## config.mk

```make
export PLATFORM = sky130hd
export DESIGN_NAME = padc_top
export DESIGN_NICKNAME = d
export VERILOG_FILES = /design/src/hw/padc_pkg.sv /design/src/hw/padc_xbar_if.sv /design/src/hw/padc_top.sv /design/src/hw/padc_pin_mode.sv /design/src/hw/padc_xbar.sv
export SDC_FILE = /design/constraint.sdc
export NUM_CORES = 2
export LEC_CHECK = 0
export BUFFER_PORTS_ARGS = -buffer_cell sky130_fd_sc_hd__buf_2
export CAP_MARGIN = 10
export CORE_ASPECT_RATIO = 1.2
export CORE_UTILIZATION = 30
export CTS_CLUSTER_SIZE = 14
export DETAILED_ROUTE_END_ITERATION = 10
export PLACE_DENSITY = 0.57
export SLEW_MARGIN = 20
export SYNTH_ARGS = -nofsm -noshare
export SYNTH_HDL_FRONTEND = slang
export SYNTH_HIERARCHICAL = 1
export SYNTH_SLANG_ARGS = --single-unit
export TNS_END_PERCENT = 50
```

## constraint.sdc

```tcl
create_clock -name clk -period 12.2 [get_ports clk]
set_input_delay 1.83 -clock clk [delete_from_list [all_inputs] [get_ports clk]]
set_output_delay 1.83 -clock clk [all_outputs]
set_load 0.02 [all_outputs]
```

## src/hw/padc_pkg.sv

```systemverilog
package padc_pkg;
  // Register map, configuration page
  localparam logic [3:0] SFR_PAGE_CFG = 4'hF;
  localparam logic [7:0] P6_OUT_DRIVE_ADDR = 8'h9C;
  localparam logic [7:0] P3_OUT_DRIVE_ADDR = 8'hAF;
  localparam logic [7:0] P3_ANALOG_SEL_ADDR = 8'hF4;
  localparam logic [7:0] P6_ANALOG_SEL_ADDR = 8'hF7;

  // Reset values and implemented bits
  localparam logic [7:0] P3_OUT_DRIVE_RST = 8'h00;
  localparam logic [7:0] P3_ANALOG_SEL_RST = 8'hFF;
  localparam logic [7:0] P6_OUT_DRIVE_RST = 8'h00;
  localparam logic [7:0] P6_ANALOG_SEL_RST = 8'h3F;
  localparam logic [7:0] P6_IMPL_MASK = 8'h3F;
  localparam logic [7:0] SFR_READ_IDLE = 8'h00;

  // Pin counts
  localparam int XBAR_PINS = 24;
  localparam int P3_PINS = 8;
  localparam int P6_PINS = 6;
  localparam int ALL_PINS = 38;
  localparam int P3_BASE = 24;
  localparam int P6_BASE = 32;

  // Crossbar signals, highest priority first; code = index + 1, code 0 = none
  localparam int N_SIG = 18;
  localparam int SIG_UART_TX = 0;
  localparam int SIG_UART_RX = 1;
  localparam int SIG_SPI_SCK = 2;
  localparam int SIG_SPI_MISO = 3;
  localparam int SIG_SPI_MOSI = 4;
  localparam int SIG_SPI_SS = 5;
  localparam int SIG_SMB_SDA = 6;
  localparam int SIG_SMB_SCL = 7;
  localparam int SIG_CMP_SYNC = 8;
  localparam int SIG_CMP_ASYNC = 9;
  localparam int SIG_SYSCLK = 10;
  localparam int SIG_CAPTURE_COMPARE_IO_ZERO = 11;
  localparam int SIG_CAPTURE_COMPARE_IO_ONE = 12;
  localparam int SIG_CAPTURE_COMPARE_IO_TWO = 13;
  localparam int SIG_ECI = 14;
  localparam int SIG_T0 = 15;
  localparam int SIG_T1 = 16;
  localparam int SIG_SPARE = 17;
  localparam int SIG_CODE_W = 5;
  localparam int PIN_IDX_W = 5;
  localparam logic [SIG_CODE_W-1:0] SIG_CODE_NONE = 5'h00;

  typedef logic [SIG_CODE_W-1:0] padc_code_t;
  typedef logic [PIN_IDX_W-1:0] padc_pin_t;
endpackage

```

## src/hw/padc_xbar_if.sv

```systemverilog
`timescale 1ns/100ps
interface padc_xbar_if;
  import padc_pkg::*;
  logic [N_SIG-1:0] sig_enable;
  logic [XBAR_PINS-1:0] pin_skip;
  padc_code_t pin_sel [XBAR_PINS];
  padc_pin_t sig_pin [N_SIG];
  logic [N_SIG-1:0] sig_placed;

  modport xbar (
    input sig_enable,
    input pin_skip,
    output pin_sel,
    output sig_pin,
    output sig_placed
  );
  modport user (
    output sig_enable,
    output pin_skip,
    input pin_sel,
    input sig_pin,
    input sig_placed
  );
endinterface // padc_xbar_if

```

## src/hw/padc_top.sv

```systemverilog
// Summary of operation
// Every pin of the first three ports can serve an analog, digital or external-interrupt function by configuration.
// Software puts analog-function pins in analog mode and digital or interrupt pins in digital mode.
// Software sets the skip bit of each pin used by an analog function so it stays reserved.
// The crossbar never places a peripheral signal on a pin whose skip bit is set.
// Enabled peripheral signals are placed in fixed priority: UART, SPI, SMBus, comparator, sysclk, capture/compare, counter clock, timers.
// Each enabled signal in priority order gets the lowest-numbered pin that is neither skipped nor taken.
// Special function signals are not placed by the crossbar and software must skip their pins.
// The SPI slave select gets a pin only while the SPI runs in four-wire mode.
// Each input-mode bit controls the pin of the same index.
// An input-mode bit of 0 makes the pin analog and 1 keeps it digital.
// An analog pin has its weak pull-up, digital driver and digital receiver disabled.
// An output-mode bit of 0 makes the pin open-drain and 1 makes it push-pull.
// The output-mode bit is ignored while the pin is in analog mode.
// The upper two bits of the sixth-pin port mode registers read zero and ignore writes.
`timescale 1ns/100ps
module padc_top
  import padc_pkg::*;
(
  input wire logic clk,
  input wire logic rst,
  input wire logic ce,
  input wire logic [7:0] sfr_addr,
  input wire logic [3:0] sfr_page,
  input wire logic sfr_wr_en,
  input wire logic sfr_rd_en,
  input wire logic [7:0] sfr_wdata,
  output logic [7:0] sfr_rdata,
  input wire logic [XBAR_PINS-1:0] port012_analog_select,
  input wire logic [XBAR_PINS-1:0] port012_output_drive_select,
  input wire logic [XBAR_PINS-1:0] port_pin_skip_bits,
  input wire logic [N_SIG-1:0] periph_enable,
  input wire logic spi_four_wire,
  input wire logic [N_SIG-1:0] periph_out,
  input wire logic [XBAR_PINS-1:0] port012_latch,
  input wire logic [P3_PINS-1:0] port3_latch,
  input wire logic [P6_PINS-1:0] port6_latch,
  input wire logic [ALL_PINS-1:0] pin_in,
  output logic [ALL_PINS-1:0] pin_out,
  output logic [ALL_PINS-1:0] pin_oe,
  output logic [ALL_PINS-1:0] pin_pullup_en,
  output logic [ALL_PINS-1:0] pin_receiver_en,
  output logic [ALL_PINS-1:0] pin_analog_en,
  output logic [ALL_PINS-1:0] pin_value,
  output logic [XBAR_PINS-1:0][SIG_CODE_W-1:0] pin_assign,
  output logic [N_SIG-1:0] periph_placed,
  output logic [N_SIG-1:0] periph_in
);
  // Configuration registers
  logic [7:0] p3_analog_ff, nxt_p3_analog;
  logic [7:0] p3_drive_ff, nxt_p3_drive;
  logic [7:0] p6_analog_ff, nxt_p6_analog;
  logic [7:0] p6_drive_ff, nxt_p6_drive;
  logic [7:0] rdata_ff, nxt_rdata;
  logic page_hit;

  // Mode registers answer on the configuration page only
  assign page_hit = (sfr_page == SFR_PAGE_CFG);

  always_comb begin
    nxt_p3_analog = p3_analog_ff;
    nxt_p3_drive = p3_drive_ff;
    nxt_p6_analog = p6_analog_ff;
    nxt_p6_drive = p6_drive_ff;
    if (sfr_wr_en && page_hit) begin
      if (sfr_addr == P3_ANALOG_SEL_ADDR) begin
        nxt_p3_analog = sfr_wdata;
      end else if (sfr_addr == P3_OUT_DRIVE_ADDR) begin
        nxt_p3_drive = sfr_wdata;
      end else if (sfr_addr == P6_ANALOG_SEL_ADDR) begin
        nxt_p6_analog = sfr_wdata & P6_IMPL_MASK;
      end else if (sfr_addr == P6_OUT_DRIVE_ADDR) begin
        nxt_p6_drive = sfr_wdata & P6_IMPL_MASK;
      end
    end
  end

  always_comb begin
    nxt_rdata = rdata_ff;
    if (sfr_rd_en) begin
      if (!page_hit) begin
        nxt_rdata = SFR_READ_IDLE;
      end else if (sfr_addr == P3_ANALOG_SEL_ADDR) begin
        nxt_rdata = p3_analog_ff;
      end else if (sfr_addr == P3_OUT_DRIVE_ADDR) begin
        nxt_rdata = p3_drive_ff;
      end else if (sfr_addr == P6_ANALOG_SEL_ADDR) begin
        nxt_rdata = p6_analog_ff & P6_IMPL_MASK;
      end else if (sfr_addr == P6_OUT_DRIVE_ADDR) begin
        nxt_rdata = p6_drive_ff & P6_IMPL_MASK;
      end else begin
        nxt_rdata = SFR_READ_IDLE;
      end
    end
  end

  // Reset, too, waits for the clock enable
  always_ff @(posedge clk) begin
    if (ce) begin
      if (rst) begin
        p3_analog_ff <= P3_ANALOG_SEL_RST;
        p3_drive_ff <= P3_OUT_DRIVE_RST;
        p6_analog_ff <= P6_ANALOG_SEL_RST;
        p6_drive_ff <= P6_OUT_DRIVE_RST;
      end else begin
        p3_analog_ff <= nxt_p3_analog;
        p3_drive_ff <= nxt_p3_drive;
        p6_analog_ff <= nxt_p6_analog;
        p6_drive_ff <= nxt_p6_drive;
      end
    end
  end

  // Read data holds until the next read strobe
  always_ff @(posedge clk) begin
    if (ce) begin
      if (rst) begin
        rdata_ff <= SFR_READ_IDLE;
      end else begin
        rdata_ff <= nxt_rdata;
      end
    end
  end

  assign sfr_rdata = rdata_ff;

  // Pin input synchroniser
  logic [ALL_PINS-1:0] sync1_ff, nxt_sync1;
  logic [ALL_PINS-1:0] sync2_ff, nxt_sync2;

  // Two stages before any logic reads a pad
  always_comb begin
    nxt_sync1 = pin_in;
    nxt_sync2 = sync1_ff;
  end

  always_ff @(posedge clk) begin
    if (ce) begin
      if (rst) begin
        sync1_ff <= '0;
        sync2_ff <= '0;
      end else begin
        sync1_ff <= nxt_sync1;
        sync2_ff <= nxt_sync2;
      end
    end
  end

  // Crossbar placement
  padc_xbar_if xb_if ();

  always_comb begin
    // Slave select only competes for a pin in four-wire mode
    xb_if.sig_enable = periph_enable;
    xb_if.sig_enable[SIG_SPI_SS] = periph_enable[SIG_SPI_SS] & spi_four_wire;
    xb_if.pin_skip = port_pin_skip_bits;
  end

  padc_xbar u_xbar (
    .xb(xb_if.xbar)
  );

  // Value each crossbar-capable pin would drive
  logic [XBAR_PINS-1:0] xbar_value;

  always_comb begin
    for (int p = 0; p < XBAR_PINS; p++) begin
      if (xb_if.pin_sel[p] != SIG_CODE_NONE) begin
        // Input-only peripherals hold their output high, which releases the pin only in open-drain mode
        xbar_value[p] = periph_out[xb_if.pin_sel[p] - 5'h01];
      end else begin
        xbar_value[p] = port012_latch[p];
      end
    end
  end

  // Per-pin mode logic
  logic [XBAR_PINS-1:0] p012_out, p012_oe, p012_pu, p012_rx, p012_an;
  logic [P3_PINS-1:0] p3_out, p3_oe, p3_pu, p3_rx, p3_an;
  logic [P6_PINS-1:0] p6_out, p6_oe, p6_pu, p6_rx, p6_an;

  padc_pin_mode #(
    .W(XBAR_PINS)
  ) u_mode_p012 (
    .digital_sel(port012_analog_select),
    .push_pull(port012_output_drive_select),
    .value(xbar_value),
    .drive_out(p012_out),
    .drive_oe(p012_oe),
    .pullup_en(p012_pu),
    .receiver_en(p012_rx),
    .analog_en(p012_an)
  );

  padc_pin_mode #(
    .W(P3_PINS)
  ) u_mode_p3 (
    .digital_sel(p3_analog_ff),
    .push_pull(p3_drive_ff),
    .value(port3_latch),
    .drive_out(p3_out),
    .drive_oe(p3_oe),
    .pullup_en(p3_pu),
    .receiver_en(p3_rx),
    .analog_en(p3_an)
  );

  padc_pin_mode #(
    .W(P6_PINS)
  ) u_mode_p6 (
    .digital_sel(p6_analog_ff[P6_PINS-1:0]),
    .push_pull(p6_drive_ff[P6_PINS-1:0]),
    .value(port6_latch),
    .drive_out(p6_out),
    .drive_oe(p6_oe),
    .pullup_en(p6_pu),
    .receiver_en(p6_rx),
    .analog_en(p6_an)
  );

  // Registered pin controls
  logic [ALL_PINS-1:0] out_ff, nxt_out;
  logic [ALL_PINS-1:0] oe_ff, nxt_oe;
  logic [ALL_PINS-1:0] pu_ff, nxt_pu;
  logic [ALL_PINS-1:0] rx_ff, nxt_rx;
  logic [ALL_PINS-1:0] an_ff, nxt_an;
  logic [ALL_PINS-1:0] val_ff, nxt_val;

  always_comb begin
    nxt_out = {p6_out, p3_out, p012_out};
    nxt_oe = {p6_oe, p3_oe, p012_oe};
    nxt_pu = {p6_pu, p3_pu, p012_pu};
    nxt_rx = {p6_rx, p3_rx, p012_rx};
    nxt_an = {p6_an, p3_an, p012_an};
    // A disabled receiver reads low
    nxt_val = sync2_ff & {p6_rx, p3_rx, p012_rx};
  end

  always_ff @(posedge clk) begin
    if (ce) begin
      if (rst) begin
        out_ff <= '0;
        oe_ff <= '0;
        pu_ff <= '0;
        rx_ff <= '0;
        an_ff <= '0;
        val_ff <= '0;
      end else begin
        out_ff <= nxt_out;
        oe_ff <= nxt_oe;
        pu_ff <= nxt_pu;
        rx_ff <= nxt_rx;
        an_ff <= nxt_an;
        val_ff <= nxt_val;
      end
    end
  end

  assign pin_out = out_ff;
  assign pin_oe = oe_ff;
  assign pin_pullup_en = pu_ff;
  assign pin_receiver_en = rx_ff;
  assign pin_analog_en = an_ff;
  assign pin_value = val_ff;

  // Registered crossbar map and peripheral inputs
  logic [XBAR_PINS-1:0][SIG_CODE_W-1:0] assign_ff, nxt_assign;
  logic [N_SIG-1:0] placed_ff, nxt_placed;
  logic [N_SIG-1:0] pin_in_ff, nxt_pin_in;

  always_comb begin
    for (int p = 0; p < XBAR_PINS; p++) begin
      nxt_assign[p] = xb_if.pin_sel[p];
    end
    nxt_placed = xb_if.sig_placed;
    for (int s = 0; s < N_SIG; s++) begin
      if (xb_if.sig_placed[s]) begin
        nxt_pin_in[s] = sync2_ff[xb_if.sig_pin[s]] & port012_analog_select[xb_if.sig_pin[s]];
      end else begin
        // Unplaced inputs idle high
        nxt_pin_in[s] = 1'b1;
      end
    end
  end

  always_ff @(posedge clk) begin
    if (ce) begin
      if (rst) begin
        assign_ff <= '0;
        placed_ff <= '0;
        pin_in_ff <= '1;
      end else begin
        assign_ff <= nxt_assign;
        placed_ff <= nxt_placed;
        pin_in_ff <= nxt_pin_in;
      end
    end
  end

  assign pin_assign = assign_ff;
  assign periph_placed = placed_ff;
  assign periph_in = pin_in_ff;
endmodule // padc_top

```

## src/hw/padc_pin_mode.sv

```systemverilog
`timescale 1ns/100ps
module padc_pin_mode #(
  parameter int W = 8
) (
  input wire logic [W-1:0] digital_sel,
  input wire logic [W-1:0] push_pull,
  input wire logic [W-1:0] value,
  output logic [W-1:0] drive_out,
  output logic [W-1:0] drive_oe,
  output logic [W-1:0] pullup_en,
  output logic [W-1:0] receiver_en,
  output logic [W-1:0] analog_en
);
  always_comb begin
    analog_en = ~digital_sel;
    pullup_en = digital_sel;
    receiver_en = digital_sel;
    // Open-drain never drives a high level, even with the driver off
    drive_out = value & digital_sel & push_pull;
    // Open-drain only pulls low; push-pull drives both levels
    drive_oe = digital_sel & (push_pull | ~value);
  end
endmodule // padc_pin_mode

```

## src/hw/padc_xbar.sv

```systemverilog
`timescale 1ns/100ps
module padc_xbar
  import padc_pkg::*;
(
  padc_xbar_if.xbar xb
);
  logic [XBAR_PINS-1:0] taken;
  logic found;

  always_comb begin
    taken = '0;
    found = 1'b0;
    for (int p = 0; p < XBAR_PINS; p++) begin
      xb.pin_sel[p] = SIG_CODE_NONE;
    end
    // Priority order is the signal index order
    for (int s = 0; s < N_SIG; s++) begin
      xb.sig_pin[s] = '0;
      xb.sig_placed[s] = 1'b0;
      found = 1'b0;
      if (xb.sig_enable[s]) begin
        for (int p = 0; p < XBAR_PINS; p++) begin
          if (!found && !xb.pin_skip[p] && !taken[p]) begin
            taken[p] = 1'b1;
            found = 1'b1;
            xb.pin_sel[p] = padc_code_t'(s + 1);
            xb.sig_pin[s] = padc_pin_t'(p);
            xb.sig_placed[s] = 1'b1;
          end
        end
      end
    end
  end
endmodule // padc_xbar

```

Word-level counts from Yosys, hierarchy flattened --
Cells that the tools add are included.
Storage, ports and cells: flip-flop bits (word level) 458, output and inout bits 392, logic and storage cells 4654
Cells by class: add/sub/neg operators 24, $lt $le $gt $ge 60, eq/ne operators 8, multiplexer cells 2729, bitwise logic cells 56, reductions and logical operators 1722
Operators with widths (count):
- two-way mux 5 bit | 584
- two-way mux 120 bit | 17
- two-way mux 1 bit | 1792
- logical NOT 1 bit | 846
- logical AND 1 bit | 823
- two-way mux 4 bit | 136
- two-way mux 24 bit | 17
- binary-select mux 1 bit (select 5 bit) | 60
- less-than comparator 5 x 6 -> 1 bit, second input constant | 42
- two-way mux 3 bit | 68
- less-than comparator 5 x 7 -> 1 bit, second input constant | 18
- nonzero test 5 bit | 24
- subtractor 5 x 1 -> 5 bit, second input constant | 24
- two-way mux 116 bit | 1
- bitwise AND 24 bit | 3
- two-way mux 8 bit | 9
- two-way mux 2 bit | 34
- two-way mux 6 bit | 11
- NOT 24 bit | 2
- bitwise AND 38 bit | 1
- OR reduction 2 bit | 18
- == test 8 bit, second input constant | 4
- bitwise AND 8 bit | 3
- OR 24 bit | 1
- 15 further kinds | 61

Longest topological paths before layout --
depth after elaboration 2124, mapped depth 49, mapped depth without buffers 37

Cells and area by module --
Netlist, hierarchy kept.
Modules (own cells, without submodules):
- padc_top | instances 1, cells each 2263, area an instance 28373.5 µm², seq. area each 14894.3 µm²
- padc_xbar | instances 1, cells each 3545, area an instance 20877.5 µm², seq. area each 0.0 µm²
- padc_pin_mode at u_mode_p012 | instances 1, cells each 144, area an instance 900.9 µm², seq. area each 0.0 µm²
- padc_pin_mode at u_mode_p3 | instances 1, cells each 48, area an instance 300.3 µm², seq. area each 0.0 µm²
- padc_pin_mode at u_mode_p6 | instances 1, cells each 36, area an instance 225.2 µm², seq. area each 0.0 µm²

Least setup slack after synthesis --
OpenSTA, ideal clock, no wires.
path kind input to register, from in port_pin_skip_bits[1], to reg out_ff[23], in the netlist pin_out[23] (data pin), setup time 0.266 ns, arrival 10.989 ns, data required time 11.934 ns, slack 0.944 ns, stages 39, buffers on the path 4, cell sequence buf_4 -> buf_6 -> nor3_1 -> or3_4 -> a211oi_4 -> o32ai_1 -> a21oi_1 -> nand3_4 -> a31oi_1 -> nor2_1 -> nor3_2 -> nor3_2 -> or3_1 -> and3_1 -> buf_2 -> o21a_1 -> buf_4 -> a2111o_1 -> [... 3 more ...] -> a2111oi_2 -> nor3_2 -> or3_1 -> o32a_1 -> nor2_2 -> nand2_1 -> o31ai_4 -> a21o_1 -> or4b_1 -> o21ai_1 -> inv_1 -> ha_1 -> mux4_2 -> mux2_2 -> o211ai_1 -> nand4_1 -> and3_1 -> nor2b_1
RTL lines:
- start: declaration | line padc_top.sv:31 | input wire logic [XBAR_PINS-1:0] port_pin_skip_bits,
- end signal: assignment | line padc_top.sv:249 | out_ff <= nxt_out;
- end: declaration | line padc_top.sv:222 | logic [ALL_PINS-1:0] out_ff, nxt_out;

==> flow_summary.json <==
{
  "grt_max_degree": 170,
  "rrSetupSlack_ps": 9360,
  "cts.htree.levels": 2,
  "syn_inst": 6036,
  "cp.arrival_ps": 12130,
  "whs_ps": 497,
  "p_comb_share_pct": 52.3,
  "synth_compound_area_share_pct": 25.0,
  "r2r_start": "sync2_ff[1]",
  "worst-path-buf-inv": 12,
  "power_density_nw_per_um2": 119,
  "die_area_um2": 171000,
  "gp_congestion": 1.05,
  "netlist.area_leader.share_pct": 29.4,
  "fin_skew_ps": 30.1,
  "fmax_ghz": 0.0849,
  "synthFlopType": "edfxtp_1",
  "cts_made_buffers": 49,
  "synth_top_family_by_area": "simple AND/OR/NAND/NOR gates",
  "crit_type": "input port to flop",
  "critPathLaunch": "port_pin_skip_bits[0]",
  "intPower_w": 0.00427,
  "clock-sinks": 496,
  "wl_um": 285000,
  "status": "finished clean",
  "min_period_ps": 11770,
  "clock_latency_ps": 660,
  "ys_warn_count": 6,
  "path_delay_family": "compound AO/OA/AOI/OAI gates",
  "synth-simple-area-share_pct": 26.8,
  "cpPeakStageDelay_ps": 540,
  "first_pass_iters": 6,
  "die_x_um": 377,
  "startpoint_type": "input port",
  "crit_top_cell": "buf_4",
  "drtIter0Drc": 6409,
  "drc": 0,
  "dpl.cell_count": 9305,
  "nets": 7358,
  "clock_path_buffers": 3,
  "crit_path_end_kind": "flop",
  "fin_cells": 9413,
  "muxShareOfSynthArea_pct": 9.28,
  "cts_root_buffer": "clkbuf_16",
  "crit_fanout": 15,
  "ys_async_sr_fraction_pct": 0,
  "overflow": 0,
  "largest_reg_flops": 120,
  "crit_path_top_delay_cell": "or4b_1",
  "core_area_um2": 167000,
  "drv_slew": 0,
  "power_switching_w": 0.00325,
  "vias": 56203,
  "final_util_pct": 37.8,
  "drv_cap": 0,
  "synth_seq_cells": 496,
  "setup_viol": 0,
  "clock_power_share_pct": 19.9,
  "ir_drop_uv": 123,
  "synth_edf_count": 496,
  "wire_per_inst_um": 30.3,
  "initial_core_util_pct": 30.3,
  "required_ps": 12560,
  "period_share_pct": 96.5,
  "fill_cells": 17463,
  "layout-area-overhead-vs-synth_pct": 24.5,
  "syn_area_um2": 50700,
  "grt_pass1_vias": 52769,
  "leakagePower_nw": 24.1,
  "ys_seq_area_share_pct": 29.4,
  "sw_frac_of_total_pct": 43.2,
  "hp-class": "flop to flop",
  "synth.avg_cell_area_um2": 8.40,
  "yosysUniqueCellTypes": 139,
  "final_hold_viol_count": 0,
  "slew_headroom_pct": 16.0,
  "clk_pin_slew_ps": 60,
  "grtUsageTotal_pct": 32.1,
  "p_seq_share_pct": 27.8,
  "drive_above_1_share_pct": 28.7,
  "yosys-top-cells-area": "edfxtp_1 29%, mux4_2 7.1%, nor2b_1 4.9%",
  "via_per_inst": 5.97,
  "cts_tree": "yes",
  "regArea_um2": 14900,
  "grt_pass1_wl_um": 393000,
  "antenna_found_initial": 19,
  "die_h_um": 452,
  "multi_input_area_um2": 32900,
  "drt.antenna.violating_nets": 0,
  "rows": 164,
  "fin_total_pwr_w": 0.00752,
  "synthAdderAreaFrac_pct": 1.31,
  "synth_top_cell_by_area": "edfxtp_1",
  "worst_pin_slew_ps": 1250,
  "portBuffers": 601,
  "synth_xor_area_share_pct": 1.90,
  "synth_nets": 6270,
  "dp.final_hpwl_um": 238000,
  "io_pins": 602,
  "worstHoldStart": "sync2_ff[37]"
}
-- cells by family (layout without fill, tap and decap cells) --
| kind of cell | after synthesis | in the layout |
|---|---|---|
| AO/OA/AOI/OAI | 1734 | 1734 |
| XOR/XNOR | 110 | 110 |
| adder cells (fa/ha/maj) | 60 | 60 |
| buffers and inverters | 710 | 1839 |
| flip-flops | 496 | 496 |
| multiplexers | 259 | 259 |
| other | 0 | 7 |
| AND/OR/NAND/NOR | 2667 | 2667 |
-- stage by stage --
step,worst slack (ps),setup TNS (ps),area (um2)
4_1_cts,279,0,62800
3_5_place_dp,-427,-2000,61200
6_report,427,0,63100
3_3_place_gp,-345,-845,61200
5_1_grt,-3.03,-3.03,63100
2_1_floorplan,944,0,50700
-- cells in the final DEF (no fill, tap or decap), drive strengths merged, types with 47 or more instances in the layout --
cell type | netlist | layout
clkbuf | 273 | 58
inv | 223 | 227
o22ai | 50 | 50
mux2i | 53 | 53
xnor2 | 55 | 55
a21oi | 368 | 368
and2 | 106 | 106
a31oi | 117 | 117
nand2b | 56 | 56
buf | 202 | 1511
or3 | 48 | 48
and3 | 91 | 91
xor2 | 55 | 55
a211oi | 80 | 80
o211ai | 133 | 133
mux4 | 163 | 163
nor2b | 398 | 398
nor4 | 65 | 65
nor3 | 251 | 251
nand3 | 216 | 216
nor2 | 620 | 620
a21o | 47 | 47
edfxtp | 496 | 496
nand4 | 90 | 90
nand2 | 563 | 563
o21ai | 308 | 308
o2111ai | 81 | 81
-- worst paths after layout --
check	cells after the start	endpoint
min reg2reg	1	pin_value[37]
max	46	pin_out[23]
min	1	pin_value[37]
max reg2reg	5	periph_in[10]
-- per-layer routing --
metal	global-route usage (%)	vias up	share of wire (%)
li1	-	25158	-
met1	40.3	27725	40
met2	52.6	2792	46
met3	4.78	522	7.4
met4	17.5	6	6.5
met5	0	-	0.012
-- worst reg2reg max path, delay by kind of cell (launching register included) --
kind             cells  cell delay (ps)
AO/OA/AOI/OAI        4             1470
AND/OR/NAND/NOR      1              610
flip-flops           1              470
-- power by group through the flow --
stage,clock network (W),logic [W],registers (W)
floorplan,0,0.00209,0.00225
global placement,0,0.00380,0.00212
detailed placement,0,0.00383,0.00212
CTS,0.00153,0.00385,0.00209
global route,0.00158,0.00413,0.00210
finish,0.00150,0.00393,0.00209
-- Yosys cell counts (all sizes together), types with 36 or more instances --
cell type / count
a21o: 47
nor2: 620
nand2: 563
a31oi: 117
a2111oi: 39
nor3: 251
nand4: 90
and3: 91
a21oi: 368
or3: 48
inv: 223
o211ai: 133
o2111ai: 81
o31ai: 44
mux4: 163
a211oi: 80
o21a: 46
mux2i: 53
xor2: 55
mux2: 43
nand2b: 56
nand3: 216
maj3: 36
and2: 106
buf: 202
o311ai: 42
xnor2: 55
clkbuf: 273
nor4: 65
nor2b: 398
o21ai: 308
o22ai: 50
edfxtp: 496
-- layout make-up --
type	instances	area share [%]
clock inverter	35	0.480
multi-input combinational	4830	52.1
sequential	496	23.6
inverter	235	1.40
antenna	7	0.0278
tap	2241	4.44
clock buffer	57	1.99
timing repair buffer	1512	15.9
-- timing repair --
item,CTS,global route
gates resized for setup,0,45
setup endpoints to repair,0,9
hold endpoints to repair,0,0
setup buffers,0,7
hold buffers,0,0
Power figures use the tool's default switching activity.
